--- src/bis_defs.vh ---
// Purpose: constants for the battery impedance sequencer
// Assumes: 50 MHz clock, 8-bit register port
// Notes:   offsets are register addresses on the internal register port
`ifndef BIS_DEFS_VH
`define BIS_DEFS_VH

// ********************************************************************
// register offsets
// ********************************************************************
`define BIS_ADDR_STEP_TIMING    8'h0D
`define BIS_ADDR_MEASURE_CONFIG 8'h0E
`define BIS_ADDR_BATTERY_RESULT 8'h0F
`define BIS_ADDR_OPEN_RESULT    8'h10
`define BIS_ADDR_LOADED_RESULT  8'h11

// ********************************************************************
// field positions
// ********************************************************************
`define BIS_BATTERY_TIMING_HI   5
`define BIS_BATTERY_TIMING_LO   4
`define BIS_OPEN_TIMING_HI      3
`define BIS_OPEN_TIMING_LO      2
`define BIS_LOADED_TIMING_HI    1
`define BIS_LOADED_TIMING_LO    0
`define BIS_START_BIT           7
`define BIS_ABORT_BIT           6
`define BIS_EXTRA_SKIP_BIT      3
`define BIS_CURRENT_HI          2
`define BIS_CURRENT_LO          0

// ********************************************************************
// timing codes and reset values
// ********************************************************************
`define BIS_TM_SKIP             2'h0
`define BIS_TM_NOW              2'h1
`define BIS_TM_SHORT            2'h2
`define BIS_TM_LONG             2'h3
`define BIS_CURRENT_RESERVED    3'h7
`define BIS_TIMING_RESET        8'h00
`define BIS_CONFIG_RESET        4'h0
`define BIS_RESULT_RESET        8'h00

// ********************************************************************
// settle times
// ********************************************************************
`define BIS_CLOCK_HZ            50000000
`define BIS_SHORT_SETTLE_MS     10
`define BIS_LONG_SETTLE_MS      100

`endif

--- src/bis_sequencer.v ---
// Purpose: battery impedance measurement sequencer with its register file
// Assumes: registers reached over the device's internal register port
//          (serial controller already decoded); converter on same clock
// Notes:   steps run battery, open cell, loaded cell; each may be skipped
//
// Overview of operation
// - battery timing code picks skip, read now, or read after settle delay.
// - open-cell timing code picks skip, now, 10 ms or 100 ms settle.
// - loaded-cell timing code picks skip, now, 10 ms or longer settle.
// - open-cell step skipped means loaded reading taken with switch closed.
// - current code selects zero to 8 mA load; code 111 is never driven.
`timescale 1ns/1ns
`include "bis_defs.vh"

module bis_sequencer #(
  parameter integer SHORT_CYCLES = (`BIS_CLOCK_HZ / 1000) * `BIS_SHORT_SETTLE_MS,
  parameter integer LONG_CYCLES  = (`BIS_CLOCK_HZ / 1000) * `BIS_LONG_SETTLE_MS
) (
  input  wire       clock,
  input  wire       rstn,
  input  wire [7:0] reg_addr,
  input  wire       reg_write,
  input  wire [7:0] reg_wdata,
  output reg  [7:0] reg_rdata,
  output reg        convert_start,
  output reg  [1:0] convert_step,
  input  wire       convert_done,
  input  wire [7:0] convert_data,
  output reg        switch_closed,
  output reg        load_enable,
  output reg  [2:0] test_current_select,
  output wire       measure_start_active
);

  // ********************************************************************
  // local definitions
  // ********************************************************************
  localparam [1:0] ST_IDLE   = 2'h0;
  localparam [1:0] ST_SETTLE = 2'h1;
  localparam [1:0] ST_CONV   = 2'h2;
  localparam [1:0] STEP_BAT  = 2'h0;
  localparam [1:0] STEP_OPEN = 2'h1;
  localparam [1:0] STEP_LOAD = 2'h2;
  localparam [1:0] STEP_DONE = 2'h3;

  reg [7:0]  step_timing_reg;
  reg [3:0]  config_reg;          // extra skip bit and current code
  reg        active_reg;
  reg [1:0]  state_reg;
  reg [1:0]  step_reg;
  reg [22:0] wait_reg;
  reg [7:0]  battery_result_reg;
  reg [7:0]  open_result_reg;
  reg [7:0]  loaded_result_reg;

  wire       cfg_write   = reg_write && (reg_addr == `BIS_ADDR_MEASURE_CONFIG);
  wire       abort_write = cfg_write && reg_wdata[`BIS_ABORT_BIT];
  wire       start_write = cfg_write && reg_wdata[`BIS_START_BIT] && !active_reg;
  wire [1:0] bat_tm  = step_timing_reg[`BIS_BATTERY_TIMING_HI:`BIS_BATTERY_TIMING_LO];
  wire [1:0] open_tm = step_timing_reg[`BIS_OPEN_TIMING_HI:`BIS_OPEN_TIMING_LO];
  wire [1:0] load_tm = step_timing_reg[`BIS_LOADED_TIMING_HI:`BIS_LOADED_TIMING_LO];

  assign measure_start_active = active_reg;

  // ********************************************************************
  // helpers
  // ********************************************************************
  // timing code of a step; the done slot reads as skip
  function [1:0] step_code;
    input [1:0] step;
    input [1:0] b;
    input [1:0] o;
    input [1:0] l;
    begin
      case (step)
        STEP_BAT:  step_code = b;
        STEP_OPEN: step_code = o;
        STEP_LOAD: step_code = l;
        default:   step_code = `BIS_TM_SKIP;
      endcase
    end
  endfunction

  // settle count for a timing code, zero meaning convert at once
  function [22:0] settle_cycles;
    input [1:0] code;
    begin
      case (code)
        `BIS_TM_SHORT: settle_cycles = SHORT_CYCLES[22:0];
        `BIS_TM_LONG:  settle_cycles = LONG_CYCLES[22:0];
        default:       settle_cycles = 23'h000000;
      endcase
    end
  endfunction

  // first step at or after 'from' that is not skipped, else done
  function [1:0] next_step;
    input [1:0] from;
    input [1:0] b;
    input [1:0] o;
    input [1:0] l;
    begin
      if (from <= STEP_BAT && b != `BIS_TM_SKIP) begin
        next_step = STEP_BAT;
      end else if (from <= STEP_OPEN && o != `BIS_TM_SKIP) begin
        next_step = STEP_OPEN;
      end else if (from <= STEP_LOAD && l != `BIS_TM_SKIP) begin
        next_step = STEP_LOAD;
      end else begin
        next_step = STEP_DONE;
      end
    end
  endfunction

  // ********************************************************************
  // register writes
  // ********************************************************************
  // timing and config hold their values; abort and start are actions only
  always @(posedge clock or negedge rstn) begin
    if (!rstn) begin
      step_timing_reg <= `BIS_TIMING_RESET;
      config_reg      <= `BIS_CONFIG_RESET;
    end else if (reg_write && reg_addr == `BIS_ADDR_STEP_TIMING) begin
      step_timing_reg <= {2'h0, reg_wdata[5:0]};
    end else if (cfg_write) begin
      config_reg <= reg_wdata[3:0];
    end
  end

  // ********************************************************************
  // sequence engine
  // ********************************************************************
  // abort is checked first so it beats any step change in the same cycle
  always @(posedge clock or negedge rstn) begin
    if (!rstn) begin
      active_reg         <= 1'b0;
      state_reg          <= ST_IDLE;
      step_reg           <= STEP_BAT;
      wait_reg           <= 23'h000000;
      convert_start      <= 1'b0;
      battery_result_reg <= `BIS_RESULT_RESET;
      open_result_reg    <= `BIS_RESULT_RESET;
      loaded_result_reg  <= `BIS_RESULT_RESET;
    end else begin
      convert_start <= 1'b0;
      if (abort_write) begin
        active_reg <= 1'b0;
        state_reg  <= ST_IDLE;
      end else begin
        case (state_reg)
          ST_IDLE: begin
            if (start_write) begin
              active_reg <= 1'b1;
              step_reg   <= next_step(STEP_BAT, bat_tm, open_tm, load_tm);
              wait_reg   <= settle_cycles(step_code(next_step(STEP_BAT, bat_tm, open_tm, load_tm),
                                                    bat_tm, open_tm, load_tm));
              state_reg  <= ST_SETTLE;
            end
          end
          ST_SETTLE: begin
            if (step_reg == STEP_DONE) begin
              active_reg <= 1'b0;
              state_reg  <= ST_IDLE;
            end else if (wait_reg != 23'h000000) begin
              wait_reg <= wait_reg - 23'h000001;
            end else begin
              convert_start <= 1'b1;
              state_reg     <= ST_CONV;
            end
          end
          ST_CONV: begin
            if (convert_done) begin
              case (step_reg)
                STEP_BAT:  battery_result_reg <= convert_data;
                STEP_OPEN: open_result_reg    <= convert_data;
                default:   loaded_result_reg  <= convert_data;
              endcase
              step_reg  <= next_step(step_reg + 2'h1, bat_tm, open_tm, load_tm);
              wait_reg  <= settle_cycles(step_code(next_step(step_reg + 2'h1, bat_tm, open_tm, load_tm),
                                                   bat_tm, open_tm, load_tm));
              state_reg <= ST_SETTLE;
            end
          end
          default: begin
            active_reg <= 1'b0;
            state_reg  <= ST_IDLE;
          end
        endcase
      end
    end
  end

  // ********************************************************************
  // power path control
  // ********************************************************************
  // switch opens for the open and loaded steps so the cell is isolated;
  // with the open step skipped the loaded step keeps it closed instead
  always @(posedge clock or negedge rstn) begin
    if (!rstn) begin
      switch_closed       <= 1'b1;
      load_enable         <= 1'b0;
      test_current_select <= 3'h0;
      convert_step        <= STEP_BAT;
    end else begin
      convert_step  <= step_reg;
      switch_closed <= !(active_reg && (step_reg == STEP_OPEN ||
                         (step_reg == STEP_LOAD && open_tm != `BIS_TM_SKIP)));
      load_enable   <= active_reg && step_reg == STEP_LOAD && !abort_write;
      // reserved code never reaches the sink; it is driven as zero
      if (config_reg[2:0] == `BIS_CURRENT_RESERVED) begin
        test_current_select <= 3'h0;
      end else begin
        test_current_select <= config_reg[2:0];
      end
    end
  end

  // ********************************************************************
  // read data
  // ********************************************************************
  // abort reads as zero since it acts only at the write
  always @(posedge clock or negedge rstn) begin
    if (!rstn) begin
      reg_rdata <= 8'h00;
    end else begin
      case (reg_addr)
        `BIS_ADDR_STEP_TIMING:    reg_rdata <= step_timing_reg;
        `BIS_ADDR_MEASURE_CONFIG: reg_rdata <= {active_reg, 3'h0, config_reg};
        `BIS_ADDR_BATTERY_RESULT: reg_rdata <= battery_result_reg;
        `BIS_ADDR_OPEN_RESULT:    reg_rdata <= open_result_reg;
        `BIS_ADDR_LOADED_RESULT:  reg_rdata <= loaded_result_reg;
        default:                  reg_rdata <= 8'h00;
      endcase
    end
  end

endmodule // bis_sequencer

--- config.mk ---
export PLATFORM = sky130hd
export DESIGN_NAME = bis_sequencer
export DESIGN_NICKNAME = d
export VERILOG_FILES = /design/src/bis_sequencer.v
export VERILOG_INCLUDE_DIRS = /design/src /design/src/src
export SDC_FILE = /design/constraint.sdc
export NUM_CORES = 1
export LEC_CHECK = 0
export ABC_AREA = 1
export BUFFER_PORTS_ARGS = -buffer_cell sky130_fd_sc_hd__buf_2
export CORE_MARGIN = 1
export CORE_UTILIZATION = 30
export CTS_BUF_LIST = sky130_fd_sc_hd__clkbuf_4 sky130_fd_sc_hd__clkbuf_8 sky130_fd_sc_hd__clkbuf_16
export CTS_CLUSTER_DIAMETER = 30
export CTS_CLUSTER_SIZE = 24
export DETAILED_ROUTE_END_ITERATION = 6
export PLACE_DENSITY = 0.48
export SETUP_SLACK_MARGIN = 0.15
export SYNTH_ARGS = -nofsm -noshare
export SYNTH_HDL_FRONTEND = slang
export SYNTH_SLANG_ARGS = --single-unit
--- constraint.sdc ---
create_clock -name clock -period 1.6 [get_ports clock]
set_input_delay 0.16 -clock clock [delete_from_list [all_inputs] [get_ports clock]]
set_output_delay 0.16 -clock clock [all_outputs]
set_load 0.02 [all_outputs]
After elaboration in Yosys (flattened, before gate mapping)
Index checks and enable logic that the tools add are counted.
{ "op_classes": {"add_sub_neg": 2, "mul": 0, "n_div": 0, "order_cmp": 3, "eq_ne": 28, "shift": 0, "muxes": 44, "bitwise_logic": 3, "n_reduce_logical": 35} }
{ "op_table": {"columns": ["op", "count"], "rows": [
  ["$mux W23", 4],
  ["$pmux W23 S2", 2],
  ["$pmux W23 S3", 1],
  ["$mux W2", 21],
  ["$pmux W8 S5", 1],
  ["$eq A8 B4 Y1 const B", 3],
  ["$reduce_bool A23 Y1", 1],
  ["$sub A23 B1 Y23 const B", 1],
  ["$eq A2 B2 Y1 const B", 9],
  ["$pmux W2 S3", 3],
  ["$eq A8 B5 Y1 const B", 2],
  ["$reduce_and A4 Y1", 4],
  ["$logic_and A1 B1 Y1", 12],
  ["$ne A2 B2 Y1 const B", 5],
  ["$mux W1", 9],
  ["$ne A3 B3 Y1 const B", 3],
  ["$eq A2 B1 Y1 const B", 4],
  ["$logic_not A2 Y1", 4],
  ["$reduce_bool A2 Y1", 4],
  ["$reduce_and A3 Y1", 2],
  ["$reduce_and A6 Y1", 1],
  ["$le A2 B1 Y1 const B", 2],
  ["$ne A4 B4 Y1 const B", 1],
  ["$pmux W2 S2", 1],
  ["11 further kinds", 15]
]} }
{ "totals": {"register_bits": 78, "latchBits": 0, "ram_bits": 0, "romBits": 0, "inputBits": 28, "out_inout_bits": 17, "word_cells": 130, "mem_count": 0} }

Logic depth before layout (Yosys ltp)
Gate-level depths: netlist (run 1).
{ "logic_depth": {"ltp_word": 18, "ltp_mapped": 12, "depth_no_buf": 12} }

Worst setup path before layout (run 1)
OpenSTA, ideal clock, no wires.
{ "synth_timing": {"kind": "reg2reg", "start": "register step_reg[0]", "end": "register wait_reg[11]", "setup_ns": 0.066, "t_arrival_ns": 1.552, "required_time_ns": 1.534, "slack_ns": -0.018, "path_stages_with_launch": 12, "n_path_buf": 0, "period_less_slack_ns": 1.618, "cell_sequence": "dfrtp_1 > inv_1 > ha_1 > inv_1 > nand2_1 > nand2_1 > nand2_1 > a21oi_2 > nand3_1 > nand3_1 > nand2_1 > nand2_1"} }
{ "synth_via": {"elab_chain_len": 18, "elab_cells_between_ends": 28, "cone_classes": "add/sub (1); order compare (3); eq/ne (6); mux (13); reduce/logical (5)"} }
{ "synth_rtl": {"columns": ["item", "line", "source"], "rows": [
  ["start, declared", "bis_sequencer.v:50", "reg [1:0] step_reg;"],
  ["start signal, assigned", "bis_sequencer.v:154", "step_reg <= next_step(STEP_BAT, bat_tm, open_tm, load_tm);"],
  ["start signal, assigned", "bis_sequencer.v:178", "step_reg <= next_step(step_reg + 2'h1, bat_tm, open_tm, load_tm);"],
  ["$add A2 B1 Y2", "bis_sequencer.v:179", "wait_reg <= settle_cycles(step_code(next_step(step_reg + 2'h1, bat_tm, open_tm, load_tm),"],
  ["$le A2 B2 Y1", "bis_sequencer.v:107", "end else if (from <= STEP_LOAD && l != `BIS_TM_SKIP) begin"],
  ["$logic_and A1 B1 Y1 (no source line)", null, null],
  ["$mux W1", "bis_sequencer.v:107", null],
  ["$mux W2", "bis_sequencer.v:105", "end else if (from <= STEP_OPEN && o != `BIS_TM_SKIP) begin"],
  ["$mux W2", "bis_sequencer.v:103", "if (from <= STEP_BAT && b != `BIS_TM_SKIP) begin"],
  ["$mux W2", "bis_sequencer.v:172", "if (convert_done) begin"],
  ["$mux W2", "bis_sequencer.v:150", "case (state_reg)"],
  ["(+2 left out)", null, null],
  ["$pmux W2 S3", "bis_sequencer.v:75", "case (step)"],
  ["$mux W2", "bis_sequencer.v:172", null],
  ["$mux W2", "bis_sequencer.v:150", null],
  ["$mux W2", "bis_sequencer.v:146", "if (abort_write) begin"],
  ["$eq A2 B2 Y1", "bis_sequencer.v:88", "case (code)"],
  ["$pmux W23 S2", "bis_sequencer.v:88", null],
  ["$mux W23", "bis_sequencer.v:172", null],
  ["$pmux W23 S3", "bis_sequencer.v:150", null],
  ["end signal, assigned", "bis_sequencer.v:155", "wait_reg <= settle_cycles(step_code(next_step(STEP_BAT, bat_tm, open_tm, load_tm),"],
  ["end signal, assigned", "bis_sequencer.v:165", "wait_reg <= wait_reg - 23'h000001;"],
  ["end signal, assigned", "bis_sequencer.v:179", null],
  ["end, declared", "bis_sequencer.v:51", "reg [22:0] wait_reg;"]
]} }
Parallel ways exist; a longest one is shown, timed or not. The select of a mux whose other input is x is not followed.
A chain may end at the register's enable or synchronous reset.

Final worst setup path (run 1)
{ "layout_timing": {"start": "register step_reg[1]", "end": "register wait_reg[6]"} }
The elaborated chain is that of the path after synthesis.

==> results.toml, run 1 <==
[status]
status = "finished with violations"
violations = "setup timing"

[die]
core-area_sq_mm = 0.01448
floorplan.rows = 44
ios = 45
die_w_microns = 123.8
die_height_microns = 123.8
die_area_sq_mm = 0.01532
start_util_pct = 30.73

[setup_path]
crit_chain = "inv_2, ha_4, inv_4, nand2_4, nand2_2, nand2_4, a21oi_4, nand3_4, nand3_2, nand2_1, nand2_1"
path_max_fanout = 6
cp.depth = 11
worst_ep_required_time_ns = 1.89
critPathBufInv = 2
crit_family = "simple AND/OR/NAND/NOR gates"
rr_worst_depth = 11
crit_slowest_cell = "dfrtp_2"
slowest_delay_ns = 0.44
arrival_ns = 1.97
critPathKind = "reg -> reg"
endpoint_kind = "flop"
cp-start-kind = "flop"

[layout]
fin_cells = 963
n_antenna_cell = 0
fin_nets = 816
drive_gt1_share_pct = 43.13
fill_cells = 1387
largest_reg_flops = 23
final_core_util_pct = 47.72
area_growth_pct = 55.29

[sta]
hold_violations = 0
hold_slack_ns = 0.05720
tightest_slew_ns = 0.3835
fin_ws_ns = -0.08381
relSlewSlack_pct = 74.43
post-route-min-period_ns = 1.684
drv_slew = 0
skew_ns = 0.008644
rsz0062_at_grt = "yes"
max_freq_ghz = 0.5939
min_period_over_period_pct = 105.2
finalSetupViolations = 18
setup_tns_ns = -0.8289

[clocking]
clockBufferDepth = 2
tritoncts.num_buffers = 9
root_buffer = "clkbuf_16"
cts_tree = "yes"
clock_sinks = 78
clk_latency_ns = 0.35
clk_pin_slew_ns = 0.07
h-tree-depth = 3

[route]
dr.first_iter.drc_count = 274
drt_pass1_iterations = 6
num_vias = 4684
routed_wl_microns = 14840
ant_nets = 0
drcViolationCount = 0
vias_per_cell = 4.864
routedWlPerCell_microns = 15.41

[flow_run]
maxCapViolCount = 0

[worst_hold_path]
hold_depth = 3
hold_class = "in -> reg"

[yosys]
synth-seq-cells = 78
synth_top_cell_area_share_pct = 43.31
synthesis.area_sq_mm = 0.004449
yosysWarnings = 0
synth_cell_types = 38
syn_inst = 608
yosys.area.top_type = "dfrtp_1"
synth_nets = 648
syn_area_per_cell_sq_um = 7.318
ys_top_cells_by_area = "dfrtp_1, nand2_1, nand3_1, o21ai_0, nor2_1"
yosysSeqAreaShare_pct = 43.90

[pwr]
p_leak_nw = 3.488
power_density_mw_per_mm2 = 1849
irDropWorstVdd_mv = 0.6169

[place]
port_buffers = 44
gp_congestion = 0.8299
dp.cells = 910
detailed_place_hpwl_microns = 9766

[global_route]
overflow = 0
grt_max_degree = 33
grt_pass1_vias = 4487
grt_pass1_wl_microns = 22520
grt_usage_pct = 19.68
antenna_found_initial = 0
[cells by family (layout without fill, tap and decap cells)]
group | Yosys count | count (layout) | synth area share, %
simple gates | 332 | 336 | 32.23
buf+inv | 84 | 251 | 8.071
compound gates | 100 | 100 | 12.04
fa+ha+maj | 12 | 12 | 3.374
flops | 78 | 78 | 43.90
xor+xnor | 2 | 2 | 0.3938
[cell usage after synthesis (all sizes together)]
library cell    n
or2             4
nor3            1
o21bai          2
xor2            1
o2111ai         1
and3            2
ha             12
dfrtp          77
clkinv          1
nor2           83
xnor2           1
nand3b          3
a21oi          19
inv            68
and2            1
o21a            2
o21ai          69
a211oi          3
o31ai           1
dfstp           1
buf             9
nand4           8
nor4            4
a22oi           1
nand2         167
o211ai          2
nand3          59
clkbuf          6
[repair_timing]
action,4_1_cts,5_1_grt
cloned,2,5
hold buffers,1,0
pin swaps,18,46
endpoints found under the hold margin,22,0
endpoints found under the setup margin,53,53
gates resized for setup,103,109
buffers inserted,15,16
[worst paths after layout]
check | from | end | slack (ns)
setup / recovery | step_reg[1]$_DFFE_PN0P_ | wait_reg[6]$_DFFE_PN0P_ | -0.08
hold / removal | reg_wdata[2] | config_reg[2]$_DFFE_PN0P_ | 0.06
setup reg to reg | step_reg[1]$_DFFE_PN0P_ | wait_reg[6]$_DFFE_PN0P_ | -0.08
hold reg to reg | config_reg[0]$_DFFE_PN0P_ | test_current_select[2]$_DFF_PN0_ | 0.48
max in group asynchronous | rstn | switch_closed$_DFF_PN1_ | 0.75
min in group asynchronous | rstn | test_current_select[1]$_DFF_PN0_ | 0.27
[layout make-up]
class	count	area, sq um	share of cell area [%]
clock buffers	11	246.5	3.568
clock inverters	3	46.29	0.6700
inverters	69	264.0	3.821
multi-input cells	450	2836	41.05
flip-flops and latches	78	1956	28.31
well taps	184	230.2	3.332
repair buffers	168	1330	19.25
[metal layers]
| metal | track usage, % | vias up | routed length, microns |
|---|---|---|---|
| met5 | 0 | - | 0 |
| met4 | 7.907 | 0 | 373 |
| met2 | 31.01 | 98 | 7053 |
| li1 | - | 2310 | - |
| met1 | 26.49 | 2252 | 6786 |
| met3 | 3.663 | 24 | 624 |
[placed cells by master (no fill, tap or decap), types with 3 or more instances in the layout]
cell type / netlist / layout
o21ai_2: 0 / 9
a21oi_1: 18 / 17
buf_12: 0 / 4
nor2_2: 6 / 13
nor4_2: 0 / 3
nand3_4: 0 / 3
ha_1: 12 / 4
or2_2: 4 / 4
nand3b_1: 3 / 3
inv_2: 2 / 12
clkbuf_16: 0 / 12
nand2_1: 165 / 113
inv_1: 66 / 55
nand2_4: 0 / 9
o21ai_0: 58 / 30
buf_2: 2 / 43
a211oi_1: 3 / 3
nand3_2: 0 / 20
o21ai_1: 11 / 30
buf_6: 2 / 19
buf_4: 4 / 98
nand3_1: 59 / 36
nand4_1: 7 / 7
nor2_1: 76 / 54
dfrtp_1: 77 / 75
nor2_4: 1 / 17
nand2_2: 2 / 42
nand2_8: 0 / 6
ha_4: 0 / 6
[worst register-to-register path: stages (launching register included)]
cell and delay [ns]:
dfrtp_2 0.44, inv_2 0.09, ha_4 0.22, inv_4 0.06, nand2_4 0.05, nand2_2 0.07, nand2_4 0.06, a21oi_4 0.24
nand3_4 0.18, nand3_2 0.12, nand2_1 0.05, nand2_1 0.05
[power breakdown]
group / internal, mW / switching [mW]
Combinational: 3.57 / 4.14
Sequential: 2.54 / 0.425
Clock: 1.26 / 0.857
Total: 7.36 / 5.42
[metrics by stage]
stage               power (mW)  worst slack, ns  instance area (sq um)
floorplan                5.904          0.08035                   4531
global placement         7.956          -0.2606                   5548
detailed placement       7.994          -0.2677                   5548
CTS                      11.38         -0.03964                   6337
global route             13.61          -0.1760                   6909
finish                   12.78         -0.08381                   6909
Power figures use the tool's default switching activity.
==> run 2: changes to the inputs <==
- MAX_ROUTING_LAYER: not set -> met4
==> results.toml, run 2 (same netlist as run 1, synthesis figures left out) <==
[status]
status = "finished with violations"
violations = "setup timing"

[die]
core-area_sq_mm = 0.01448
die_height_microns = 123.8
die_area_sq_mm = 0.01532
floorplan.rows = 44
start_util_pct = 30.73
ios = 45
die_w_microns = 123.8

[setup_path]
critPathKind = "reg -> reg"
crit_chain = "inv_2, ha_4, inv_4, nand2_4, nand2_2, nand2_4, a21oi_4, nand3_4, nand3_2, nand2_2, nand2_1"
path_max_fanout = 6
slowest_delay_ns = 0.44
crit_family = "simple AND/OR/NAND/NOR gates"
crit_slowest_cell = "dfrtp_2"
critPathBufInv = 2
arrival_ns = 1.98
cp-start-kind = "flop"
endpoint_kind = "flop"
worst_ep_required_time_ns = 1.89

[route]
drt_pass1_iterations = 5
num_vias = 4684
dr.first_iter.drc_count = 286
ant_nets = 0
vias_per_cell = 4.874
routedWlPerCell_microns = 15.45
routed_wl_microns = 14850
drcViolationCount = 0

[layout]
multiInputGateArea_sq_mm = 0.002841
fin_nets = 814
seq_area_sq_mm = 0.001956
final_common_cell = "nand2_1"
mostFrequentLayoutCells = "nand2_1, buf_4, dfrtp_1, nor2_1, inv_1"
fill_cells = 1393
area_growth_pct = 54.87
largest_reg_flops = 23
drive_gt1_share_pct = 42.47
n_antenna_cell = 0
stdcell_area_sq_mm = 0.006890

[worst_hold_path]
hold_class = "in -> reg"

[clocking]
clk_latency_ns = 0.35
root_buffer = "clkbuf_16"
tritoncts.num_buffers = 9
h-tree-depth = 3
clockBufferDepth = 2
clk_pin_slew_ns = 0.06
clock_sinks = 78
cts_tree = "yes"

[global_route]
grt_max_degree = 33
overflow = 0
antenna_found_initial = 0
grt_usage_pct = 20.30
grt_pass1_wl_microns = 22560
grt_pass1_vias = 4479

[sta]
skew_ns = 0.008118
relSlewSlack_pct = 73.79
hold_violations = 0
min_period_over_period_pct = 105.7
fin_ws_ns = -0.09060
tightest_slew_ns = 0.3914
finalSetupViolations = 23
max_freq_ghz = 0.5915
post-route-min-period_ns = 1.691
rsz0062_at_grt = "yes"
drv_slew = 0

[place]
place_area_sq_mm = 0.005548
port_buffers = 44
gp_congestion = 0.8425
detailed_place_hpwl_microns = 9766
place_ws_ns = -0.2677

[pwr]
power_density_mw_per_mm2 = 1843
irDropWorstVdd_mv = 0.6112
p_leak_nw = 3.482

[flow_run]
maxCapViolCount = 0
==> run 2: changes by cell type in the layout (fill, tap and decap cells not counted), moves of 2 or more <==
cell / previous run / this run
nor2_1: 54 / 58
nor2_2: 13 / 9
buf_6: 19 / 17
nand2_1: 113 / 111
==> run 2: worst paths after layout <==
path	startpoint	endpoint	slack, ns	depth (start not counted)
worst min-delay path	reg_wdata[1]	config_reg[1]$_DFFE_PN0P_	0.06	3
worst min register to register	config_reg[0]$_DFFE_PN0P_	test_current_select[2]$_DFF_PN0_	0.48	1
max in group asynchronous	rstn	switch_closed$_DFF_PN1_	0.75	3
worst max register to register	step_reg[1]$_DFFE_PN0P_	wait_reg[9]$_DFFE_PN0P_	-0.09	11
min in group asynchronous	rstn	test_current_select[1]$_DFF_PN0_	0.27	2
worst max-delay path	step_reg[1]$_DFFE_PN0P_	wait_reg[9]$_DFFE_PN0P_	-0.09	11
==> run 2: cell type report <==
cell class | count | area share [%]
repair buffers | 166 | 18.98
multi-input cells | 450 | 41.24
well taps | 184 | 3.341
clock inverters | 3 | 0.6719
clock buffers | 11 | 3.577
flip-flops and latches | 78 | 28.38
inverters | 69 | 3.813
==> run 2: metal layers <==
layer / up-vias / share of wire, % / global-route usage, %
met1: 2260 / 46 / 26.52
met5: - / 0 / -
met3: 21 / 3.7 / 3.800
met4: 0 / 2.1 / 7.907
met2: 94 / 48 / 31.01
li1: 2309 / - / -
==> run 2: through the flow <==
stage | total power [mW] | hold slack, ns | TNS (ns) | std cells | util [%]
5_1_grt | 13.52 | 0.07392 | -3.760 | 961 | 47.59
3_3_place_gp | 7.956 | 0.08663 | -5.098 | 910 | 38.32
6_report | 12.70 | 0.05601 | -1.057 | 961 | 47.59
2_1_floorplan | 5.904 | -0.1356 | 0 | 608 | -
4_1_cts | 11.38 | 0.04535 | -0.3571 | 942 | 43.77
3_5_place_dp | 7.994 | 0.09254 | -5.439 | 910 | 38.32
==> run 2: what timing repair did <==
action	CTS	global route
endpoints found under the setup margin	53	53
pin swaps	18	44
gates resized for setup	103	104
cloned	2	5
hold endpoints to repair	22	0
hold buffers	1	0
setup buffers	15	14
==> run 2: worst min-delay path: stages <==
cell and delay [ns]:
buf_2 0.09, nand2_1 0.05, o21ai_0 0.06
==> run 2: where the power goes <==
part	switching [mW]	internal [mW]
Combinational	4.13	3.50
Sequential	0.425	2.54
Clock	0.855	1.26
